## config.mk

```make
export PLATFORM = sky130hd
export DESIGN_NAME = pcs_clock_select
export DESIGN_NICKNAME = d
export VERILOG_FILES = /design/src/logic/pcs_pkg.sv /design/src/logic/pcs_clock_select.sv /design/src/logic/pcs_sync2.sv
export VERILOG_INCLUDE_DIRS = /design/src /design/src/logic
export SDC_FILE = /design/constraint.sdc
export NUM_CORES = 1
export LEC_CHECK = 0
export BUFFER_PORTS_ARGS = -buffer_cell sky130_fd_sc_hd__buf_2
export CAP_MARGIN = 20
export CORE_ASPECT_RATIO = 1.4
export CORE_UTILIZATION = 51
export CTS_CLUSTER_DIAMETER = 50
export DETAILED_ROUTE_END_ITERATION = 7
export GPL_TIMING_DRIVEN = 0
export PLACE_DENSITY_LB_ADDON = 0.3
export SLEW_MARGIN = 20
export SYNTH_ARGS = -nofsm -noshare
export SYNTH_HDL_FRONTEND = slang
export SYNTH_SLANG_ARGS = --single-unit
```

## constraint.sdc

```tcl
create_clock -name mclk_i -period 2.04 [get_ports mclk_i]
set_input_delay 0.204 -clock mclk_i [delete_from_list [all_inputs] [get_ports mclk_i]]
set_output_delay 0.204 -clock mclk_i [all_outputs]
set_load 0.05 [all_outputs]
```

## src/logic/pcs_defines.svh

```systemverilog
`ifndef PCS_DEFINES_SVH
`define PCS_DEFINES_SVH

// ----------------------------------------------------------------------
// Register bus geometry
// ----------------------------------------------------------------------
`define PCS_ADDR_W 8
`define PCS_DATA_W 32

// ----------------------------------------------------------------------
// Register offsets (byte addresses, one aligned word each)
// ----------------------------------------------------------------------
`define PCS_CSO_OFF 8'h00
`define PCS_TSO_OFF 8'h04

// ----------------------------------------------------------------------
// Reset values and writable-bit masks
// ----------------------------------------------------------------------
`define PCS_CSO_RST 32'h0000_0000
`define PCS_TSO_RST 32'h0000_0000
`define PCS_CSO_MASK 32'h0F05_00F0
`define PCS_TSO_MASK 32'h0714_0000

// ----------------------------------------------------------------------
// Field positions in the clock source options register
// ----------------------------------------------------------------------
`define PCS_SER0_HI 27
`define PCS_SER0_LO 26
`define PCS_TMR_HI 25
`define PCS_TMR_LO 24
`define PCS_USB_BIT 18
`define PCS_HS_BIT 16
`define PCS_GENERAL_CLOCK_OUTPUT_PIN_HI 7
`define PCS_GENERAL_CLOCK_OUTPUT_PIN_LO 5
`define PCS_RTC_BIT 4

// ----------------------------------------------------------------------
// Field positions in the timer source options register
// ----------------------------------------------------------------------
`define PCS_T2PIN_BIT 26
`define PCS_T1PIN_BIT 25
`define PCS_T0PIN_BIT 24
`define PCS_T2CAP_BIT 20
`define PCS_T1CAP_BIT 18

// ----------------------------------------------------------------------
// Synchroniser geometry and input lane positions
// ----------------------------------------------------------------------
`define PCS_NSYNC 13
`define PCS_IN_FLL 0
`define PCS_IN_PLL 1
`define PCS_IN_OSC 2
`define PCS_IN_IRC 3
`define PCS_IN_USB 4
`define PCS_IN_BUS 5
`define PCS_IN_LPO 6
`define PCS_IN_RTC 7
`define PCS_IN_PINA 8
`define PCS_IN_PINB 9
`define PCS_IN_CMP 10
`define PCS_IN_T2CH 11
`define PCS_IN_T1CH 12

`endif

```

## src/logic/pcs_pkg.sv

```systemverilog
`default_nettype none

package pcs_pkg;

  // Two-bit clock source code shared by the serial and timer selectors.
  typedef enum logic [1:0] {
    PCS_SRC_OFF = 2'h0,
    PCS_SRC_HS = 2'h1,
    PCS_SRC_OSC = 2'h2,
    PCS_SRC_IRC = 2'h3
  } pcs_src_t;

  // Three-bit code for the general clock output pin.
  typedef enum logic [2:0] {
    PCS_CO_BUS = 3'h2,
    PCS_CO_LPO = 3'h3,
    PCS_CO_IRC = 3'h4,
    PCS_CO_OSC = 3'h6
  } pcs_general_clock_output_pin_t;

endpackage

`default_nettype wire

```

## src/logic/pcs_clock_select.sv

```systemverilog
// Decided for this implementation: the placing of the registers and the strobed register port.
`timescale 1ns/1ps
`default_nettype none
`include "pcs_defines.svh"

module pcs_clock_select (
  input wire logic mclk_i,
  input wire logic rst_i,
  input wire logic [`PCS_ADDR_W-1:0] addr_i,
  input wire logic [`PCS_DATA_W-1:0] wdata_i,
  input wire logic wr_i,
  input wire logic rd_i,
  output logic [`PCS_DATA_W-1:0] rdata_o,
  input wire logic fll_output_clock_i,
  input wire logic pll_output_clock_i,
  input wire logic oscillator_reference_clock_i,
  input wire logic internal_reference_clock_i,
  input wire logic usb_bypass_clock_pin_i,
  input wire logic bus_clock_i,
  input wire logic low_power_oscillator_i,
  input wire logic rtc_tick_i,
  input wire logic timer_ext_clock_pin_a_i,
  input wire logic timer_ext_clock_pin_b_i,
  input wire logic analog_comparator_zero_i,
  input wire logic timer2_channel0_pin_i,
  input wire logic timer1_channel0_pin_i,
  output logic serial0_clock_o,
  output logic timer_counter_clock_o,
  output logic usb_clock_o,
  output logic general_clock_output_pin_o,
  output logic rtc_clock_output_pin_o,
  output logic timer0_ext_clock_o,
  output logic timer1_ext_clock_o,
  output logic timer2_ext_clock_o,
  output logic timer1_capture_o,
  output logic timer2_capture_o
);

  // ----------------------------------------------------------------------
  // Helper functions
  // ----------------------------------------------------------------------

  // Four-way source pick shared by the serial and timer selectors.
  function automatic logic pcs_pick4(input logic [1:0] sel, input logic hs,
                                     input logic osc, input logic irc);
    logic res;
    res = 1'b0;
    case (pcs_pkg::pcs_src_t'(sel))
      pcs_pkg::PCS_SRC_OFF: res = 1'b0;
      pcs_pkg::PCS_SRC_HS: res = hs;
      pcs_pkg::PCS_SRC_OSC: res = osc;
      pcs_pkg::PCS_SRC_IRC: res = irc;
      default: res = 1'b0;
    endcase
    return res;
  endfunction

  // Address decode used by both the write and the read path.
  function automatic logic pcs_hit(input logic [`PCS_ADDR_W-1:0] a,
                                   input logic [`PCS_ADDR_W-1:0] off);
    return a == off;
  endfunction

  // ----------------------------------------------------------------------
  // Input synchronisation
  // ----------------------------------------------------------------------

  // All source clocks and pins are foreign to mclk_i and are sampled here.
  logic [`PCS_NSYNC-1:0] raw_in;
  logic [`PCS_NSYNC-1:0] syn;

  assign raw_in = {timer1_channel0_pin_i, timer2_channel0_pin_i,
                   analog_comparator_zero_i, timer_ext_clock_pin_b_i,
                   timer_ext_clock_pin_a_i, rtc_tick_i, low_power_oscillator_i,
                   bus_clock_i, usb_bypass_clock_pin_i,
                   internal_reference_clock_i, oscillator_reference_clock_i,
                   pll_output_clock_i, fll_output_clock_i};

  // Two flip-flops stand between every pin and the logic below.
  pcs_sync2 #(
    .W(`PCS_NSYNC)
  ) u_sync (
    .mclk_i(mclk_i),
    .rst_i(rst_i),
    .async_i(raw_in),
    .sync_o(syn)
  );

  // ----------------------------------------------------------------------
  // Option registers
  // ----------------------------------------------------------------------

  // Clock source options, only writable bits are ever stored.
  logic [`PCS_DATA_W-1:0] cso_q;
  // Timer source options, only writable bits are ever stored.
  logic [`PCS_DATA_W-1:0] tso_q;

  // Writes are masked so reserved bits can never become one.
  always_ff @(posedge mclk_i) begin
    if (rst_i) begin
      cso_q <= `PCS_CSO_RST;
    end else if (wr_i && pcs_hit(addr_i, `PCS_CSO_OFF)) begin
      cso_q <= wdata_i & `PCS_CSO_MASK;
    end
  end

  // Same policy for the timer options register.
  always_ff @(posedge mclk_i) begin
    if (rst_i) begin
      tso_q <= `PCS_TSO_RST;
    end else if (wr_i && pcs_hit(addr_i, `PCS_TSO_OFF)) begin
      tso_q <= wdata_i & `PCS_TSO_MASK;
    end
  end

  // Read data stand one cycle after the strobe and only then.
  always_ff @(posedge mclk_i) begin
    if (rst_i) begin
      rdata_o <= '0;
    end else if (rd_i) begin
      if (pcs_hit(addr_i, `PCS_CSO_OFF)) begin
        rdata_o <= cso_q & `PCS_CSO_MASK;
      end else if (pcs_hit(addr_i, `PCS_TSO_OFF)) begin
        rdata_o <= tso_q & `PCS_TSO_MASK;
      end else begin
        // Unmapped addresses answer with zero.
        rdata_o <= '0;
      end
    end else begin
      rdata_o <= '0;
    end
  end

  // ----------------------------------------------------------------------
  // Field views
  // ----------------------------------------------------------------------

  // Named slices of the stored option bits.
  logic [1:0] serial0_clock_source;
  logic [1:0] timer_counter_clock_source;
  logic usb_clock_source;
  logic highspeed_clock_pick;
  logic [2:0] clock_output_select;
  logic rtc_output_select;
  logic timer2_ext_clock_pin;
  logic timer1_ext_clock_pin;
  logic timer0_ext_clock_pin;
  logic timer2_capture_source;
  logic timer1_capture_source;

  assign serial0_clock_source = cso_q[`PCS_SER0_HI:`PCS_SER0_LO];
  assign timer_counter_clock_source = cso_q[`PCS_TMR_HI:`PCS_TMR_LO];
  assign usb_clock_source = cso_q[`PCS_USB_BIT];
  assign highspeed_clock_pick = cso_q[`PCS_HS_BIT];
  assign clock_output_select = cso_q[`PCS_GENERAL_CLOCK_OUTPUT_PIN_HI:`PCS_GENERAL_CLOCK_OUTPUT_PIN_LO];
  assign rtc_output_select = cso_q[`PCS_RTC_BIT];
  assign timer2_ext_clock_pin = tso_q[`PCS_T2PIN_BIT];
  assign timer1_ext_clock_pin = tso_q[`PCS_T1PIN_BIT];
  assign timer0_ext_clock_pin = tso_q[`PCS_T0PIN_BIT];
  assign timer2_capture_source = tso_q[`PCS_T2CAP_BIT];
  assign timer1_capture_source = tso_q[`PCS_T1CAP_BIT];

  // ----------------------------------------------------------------------
  // Halved PLL clock and high-speed pick
  // ----------------------------------------------------------------------

  // Previous synchronised PLL level, for rising-edge detection.
  logic pll_prev_q;
  // Divide-by-two of the sampled PLL clock.
  logic pll_half_q;
  // Shared high-speed source feeding serial, timer and USB.
  logic hs_clk;

  // Toggle on each sampled PLL rising edge for a fixed divide by two.
  always_ff @(posedge mclk_i) begin
    if (rst_i) begin
      pll_prev_q <= 1'b0;
      pll_half_q <= 1'b0;
    end else begin
      pll_prev_q <= syn[`PCS_IN_PLL];
      if (syn[`PCS_IN_PLL] && !pll_prev_q) begin
        pll_half_q <= !pll_half_q;
      end
    end
  end

  // Zero routes the FLL, one routes the halved PLL.
  assign hs_clk = highspeed_clock_pick ? pll_half_q : syn[`PCS_IN_FLL];

  // ----------------------------------------------------------------------
  // Clock source multiplexers
  // ----------------------------------------------------------------------

  // Peripheral clocks; each output is a flop so it cannot glitch combinationally.
  always_ff @(posedge mclk_i) begin
    if (rst_i) begin
      serial0_clock_o <= 1'b0;
      timer_counter_clock_o <= 1'b0;
      usb_clock_o <= 1'b0;
    end else begin
      serial0_clock_o <= pcs_pick4(serial0_clock_source, hs_clk,
                                   syn[`PCS_IN_OSC], syn[`PCS_IN_IRC]);
      timer_counter_clock_o <= pcs_pick4(timer_counter_clock_source, hs_clk,
                                         syn[`PCS_IN_OSC], syn[`PCS_IN_IRC]);
      usb_clock_o <= usb_clock_source ? hs_clk : syn[`PCS_IN_USB];
    end
  end

  // Pin clock outputs; reserved output codes drive a steady low.
  always_ff @(posedge mclk_i) begin
    if (rst_i) begin
      general_clock_output_pin_o <= 1'b0;
      rtc_clock_output_pin_o <= 1'b0;
    end else begin
      case (clock_output_select)
        pcs_pkg::PCS_CO_BUS: general_clock_output_pin_o <= syn[`PCS_IN_BUS];
        pcs_pkg::PCS_CO_LPO: general_clock_output_pin_o <= syn[`PCS_IN_LPO];
        pcs_pkg::PCS_CO_IRC: general_clock_output_pin_o <= syn[`PCS_IN_IRC];
        pcs_pkg::PCS_CO_OSC: general_clock_output_pin_o <= syn[`PCS_IN_OSC];
        default: general_clock_output_pin_o <= 1'b0;
      endcase
      rtc_clock_output_pin_o <= rtc_output_select ? syn[`PCS_IN_OSC]
                                                  : syn[`PCS_IN_RTC];
    end
  end

  // ----------------------------------------------------------------------
  // Timer external clock and capture routing
  // ----------------------------------------------------------------------

  // The pin mux must also be set up by software, otherwise the pin is idle.
  always_ff @(posedge mclk_i) begin
    if (rst_i) begin
      timer0_ext_clock_o <= 1'b0;
      timer1_ext_clock_o <= 1'b0;
      timer2_ext_clock_o <= 1'b0;
    end else begin
      timer2_ext_clock_o <= timer2_ext_clock_pin ? syn[`PCS_IN_PINB]
                                                 : syn[`PCS_IN_PINA];
      timer1_ext_clock_o <= timer1_ext_clock_pin ? syn[`PCS_IN_PINB]
                                                 : syn[`PCS_IN_PINA];
      timer0_ext_clock_o <= timer0_ext_clock_pin ? syn[`PCS_IN_PINB]
                                                 : syn[`PCS_IN_PINA];
    end
  end

  // Capture inputs; software is expected to clear these outside capture mode.
  always_ff @(posedge mclk_i) begin
    if (rst_i) begin
      timer1_capture_o <= 1'b0;
      timer2_capture_o <= 1'b0;
    end else begin
      timer2_capture_o <= timer2_capture_source ? syn[`PCS_IN_CMP]
                                                : syn[`PCS_IN_T2CH];
      timer1_capture_o <= timer1_capture_source ? syn[`PCS_IN_CMP]
                                                : syn[`PCS_IN_T1CH];
    end
  end
endmodule

`default_nettype wire

```

## src/logic/pcs_sync2.sv

```systemverilog
`timescale 1ns/1ps
`default_nettype none

// ----------------------------------------------------------------------
// Two-stage synchroniser for a bank of asynchronous levels.
// ----------------------------------------------------------------------
module pcs_sync2 #(
  parameter int W = 1
) (
  input wire logic mclk_i,
  input wire logic rst_i,
  input wire logic [W-1:0] async_i,
  output logic [W-1:0] sync_o
);

  // First stage; only the second stage reads it.
  logic [W-1:0] meta_q;

  // Both stages clear on reset so downstream logic sees a known level.
  always_ff @(posedge mclk_i) begin
    if (rst_i) begin
      meta_q <= '0;
      sync_o <= '0;
    end else begin
      meta_q <= async_i;
      sync_o <= meta_q;
    end
  end

endmodule

`default_nettype wire

```

==> flow_summary.ini <==
[detailed_routing]
via_per_inst = 4.43
wirelength_microns = 3910
dr.first_iter.drc_count = 48
drtAntennaViolNets = 0
routed-via-count = 1635
drc_errors = 0
wl_per_cell_microns = 10.6
first_pass_iters = 4

[grt]
grt_max_degree = 11
antenna_found_initial = 0
grt_pass1_wl_microns = 6310
first_global_vias = 1486
track_usage_pct = 17.7
grt_overflow = 0

[setup_path]
r2r_cells = 3
timing.rr.start = cso_q[16]$_SDFFE_PP0P_
cp.required_ns = 2.30
crit_type = in -> reg
crit_path_end_kind = flop
worstPathArrival_ns = 1.43
rrSetupSlack_ns = 0.93
cp-startpoint = addr_i[1]
cp_max_fo = 9
start_kind = input port
timing.rr.end = usb_clock_o$_SDFF_PP0_

[flow_run]
max_cap_viol_count = 0

[placed_design]
post_dp_cell_area_sq_um = 2810
portBuffers = 55
finalWeightedCongestion = 0.806
place_hpwl_microns = 2830

[layout]
nets = 360
fillers = 376
drive_above_1_share_pct = 31.9
final_cell_mix = dfxtp_1 (64), buf_2 (56), nor2b_1 (30), nand2b_1 (24), mux2i_1 (23)
diodes = 0
fin_area_sq_um = 3050
post-route-util_pct = 67.7
final_common_cell = dfxtp_1
synthToLayoutAreaGrowth_pct = 28.0

[sta]
setup_viol = 0
fin_hold_ws_ns = 0.0785
fin_tns_setup_ns = 0
hold_violations = 0
finalCriticalPeriod_ns = 1.17
rsz0062_at_grt = no
fmax_mhz = 853
skew_ns = 0.00626
min_period_over_period_pct = 57.5
slew_violations = 0

[synth]
synth_area_leaders = dfxtp_1 (54%), mux2i_1 (9.7%), nor2b_1 (7.9%)
ys.flop_type = dfxtp_1
ys_seq_area_share_pct = 53.8
yosysUniqueCellTypes = 29
yosysWarnings = 0
netlist_instances = 217
synth_seq_cells = 64
synth_top_cell_by_area = dfxtp_1
synth-edff-count = 0
synthDominantCellAreaShare_pct = 53.8
async_flop_share_pct = 0
syn_area_per_cell_sq_um = 11.0
synthesis.area_sq_um = 2380

[power_and_ir_drop]
comb_power_share_pct = 8.8
swShare_pct = 21.5
powerDensity_nw_per_um2 = 913
p_seq_share_pct = 46.3
switching_power_mw = 0.599
p_leak_nw = 1.35
power.total_mw = 2.78
pwr-share-clk_pct = 44.9
intPower_mw = 2.18
ir_worst_vdd_mv = 0.547

[die]
fp.dieH_microns = 82.8
core-area_sq_um = 4500
initial_utilization_pct = 52.9
fp-row-count = 29
die_area_sq_um = 4950
pin_count = 99
die_w_microns = 59.7

[hold_path]
hold_depth = 2
hp-class = in -> reg
hold_start = timer2_channel0_pin_i
hold_end = u_sync.meta_q[11]$_SDFF_PP0_

[clock_tree]
cts_tree = done
cts.repair.resized = 0
cts.sink_count = 64
clk_path_buf_depth = 2
hold_buffers = 0
clk_pin_slew_ns = 0.07
clock-root-buffer = clkbuf_8
insertion_delay_ns = 0.33
post_cts_buffers = 0
htreeDepth = 3
numCtsBuffers = 9

[outcome]
status = finished, final reports clean
state kept, by name, indices dropped and copies added (netlist names):
name	flops
timer2_capture_o	1
pll_half_q	1
timer1_capture_o	1
rdata_o	11
usb_clock_o	1
u_sync.sync_o	13
general_clock_output_pin_o	1
serial0_clock_o	1
timer0_ext_clock_o	1
timer_counter_clock_o	1
timer1_ext_clock_o	1
tso_q	5
timer2_ext_clock_o	1
cso_q	10
rtc_clock_output_pin_o	1
u_sync.meta_q	13
pll_prev_q	1
cell usage after synthesis, types with 2 or more instances:
cell and instances:
a22oi_1 4, and2_1 6, and3_1 2, buf_4 21, clkbuf_1 7, dfxtp_1 64
mux2i_1 23, nand2b_1 24, nand4bb_1 2, nor2_1 13, nor2b_1 30, nor4_4 2
o21ai_0 3
stage by stage:
step                std cells  setup WS (ns)
detailed placement        354          0.536
CTS                       369          0.871
global route              369          0.782
floorplan                 237          0.851
finish                    369          0.867
global placement          354          0.597
logic make-up (layout without fill, tap and decap cells):
logic type,count (synthesis),in the layout,share of synthesized area [%]
buffers and inverters,31,101,8.57
flip-flops,64,64,53.8
AND/OR/NAND/NOR,86,86,24.2
other,1,21,0.157
multiplexers,24,24,10.1
AO/OA/AOI/OAI,10,10,2.79
XOR/XNOR,1,1,0.368
how the worst max path moves through the flow:
| stage | endpoint | slack [ns] | cells after the start |
|---|---|---|---|
| 2_1_floorplan | cso_q[16]$_SDFFE_PP0P_ | 0.85 | 4 |
| 3_3_place_gp | cso_q[4]$_SDFFE_PP0P_ | 0.60 | 5 |
| 3_5_place_dp | cso_q[7]$_SDFFE_PP0P_ | 0.54 | 5 |
| 4_1_cts | cso_q[7]$_SDFFE_PP0P_ | 0.87 | 5 |
| 5_1_grt | cso_q[7]$_SDFFE_PP0P_ | 0.78 | 5 |
| 6_report | cso_q[7]$_SDFFE_PP0P_ | 0.87 | 5 |
worst max-delay path: stages:
cell and delay, ns:
buf_2 0.13, nor4_4 0.48, and3_1 0.25, buf_6 0.15, mux2i_1 0.21
final cells by class:
class	count	area [sq um]	share of cell area, %
Sequential cell	64	1280	42.0
Inverter	1	3.75	0.123
Clock inverter	2	60.1	1.97
Clock buffer	13	179	5.87
Timing Repair Buffer	55	275	9.03
Buffer	30	200	6.57
Multi-Input combinational cell	142	971	31.9
Tap cell	62	77.6	2.55
layer usage:
layer / vias up / share of wire (%) / track usage, %
li1: 843 / - / -
met1: 717 / 39 / 17.7
met2: 68 / 51 / 29.3
met3: 7 / 7.8 / 6.85
met4: 0 / 1.9 / 11.2
met5: - / 0 / 0
power by group through the flow:
stage	Sequential [mW]	Clock [mW]	Combinational, mW
after floorplan	1.33	0	0.175
after global placement	1.32	0	0.241
after detailed placement	1.32	0	0.244
after CTS	1.29	1.28	0.244
after global routing	1.29	1.33	0.261
final	1.29	1.25	0.244
(Power assumes the default switching activity.)
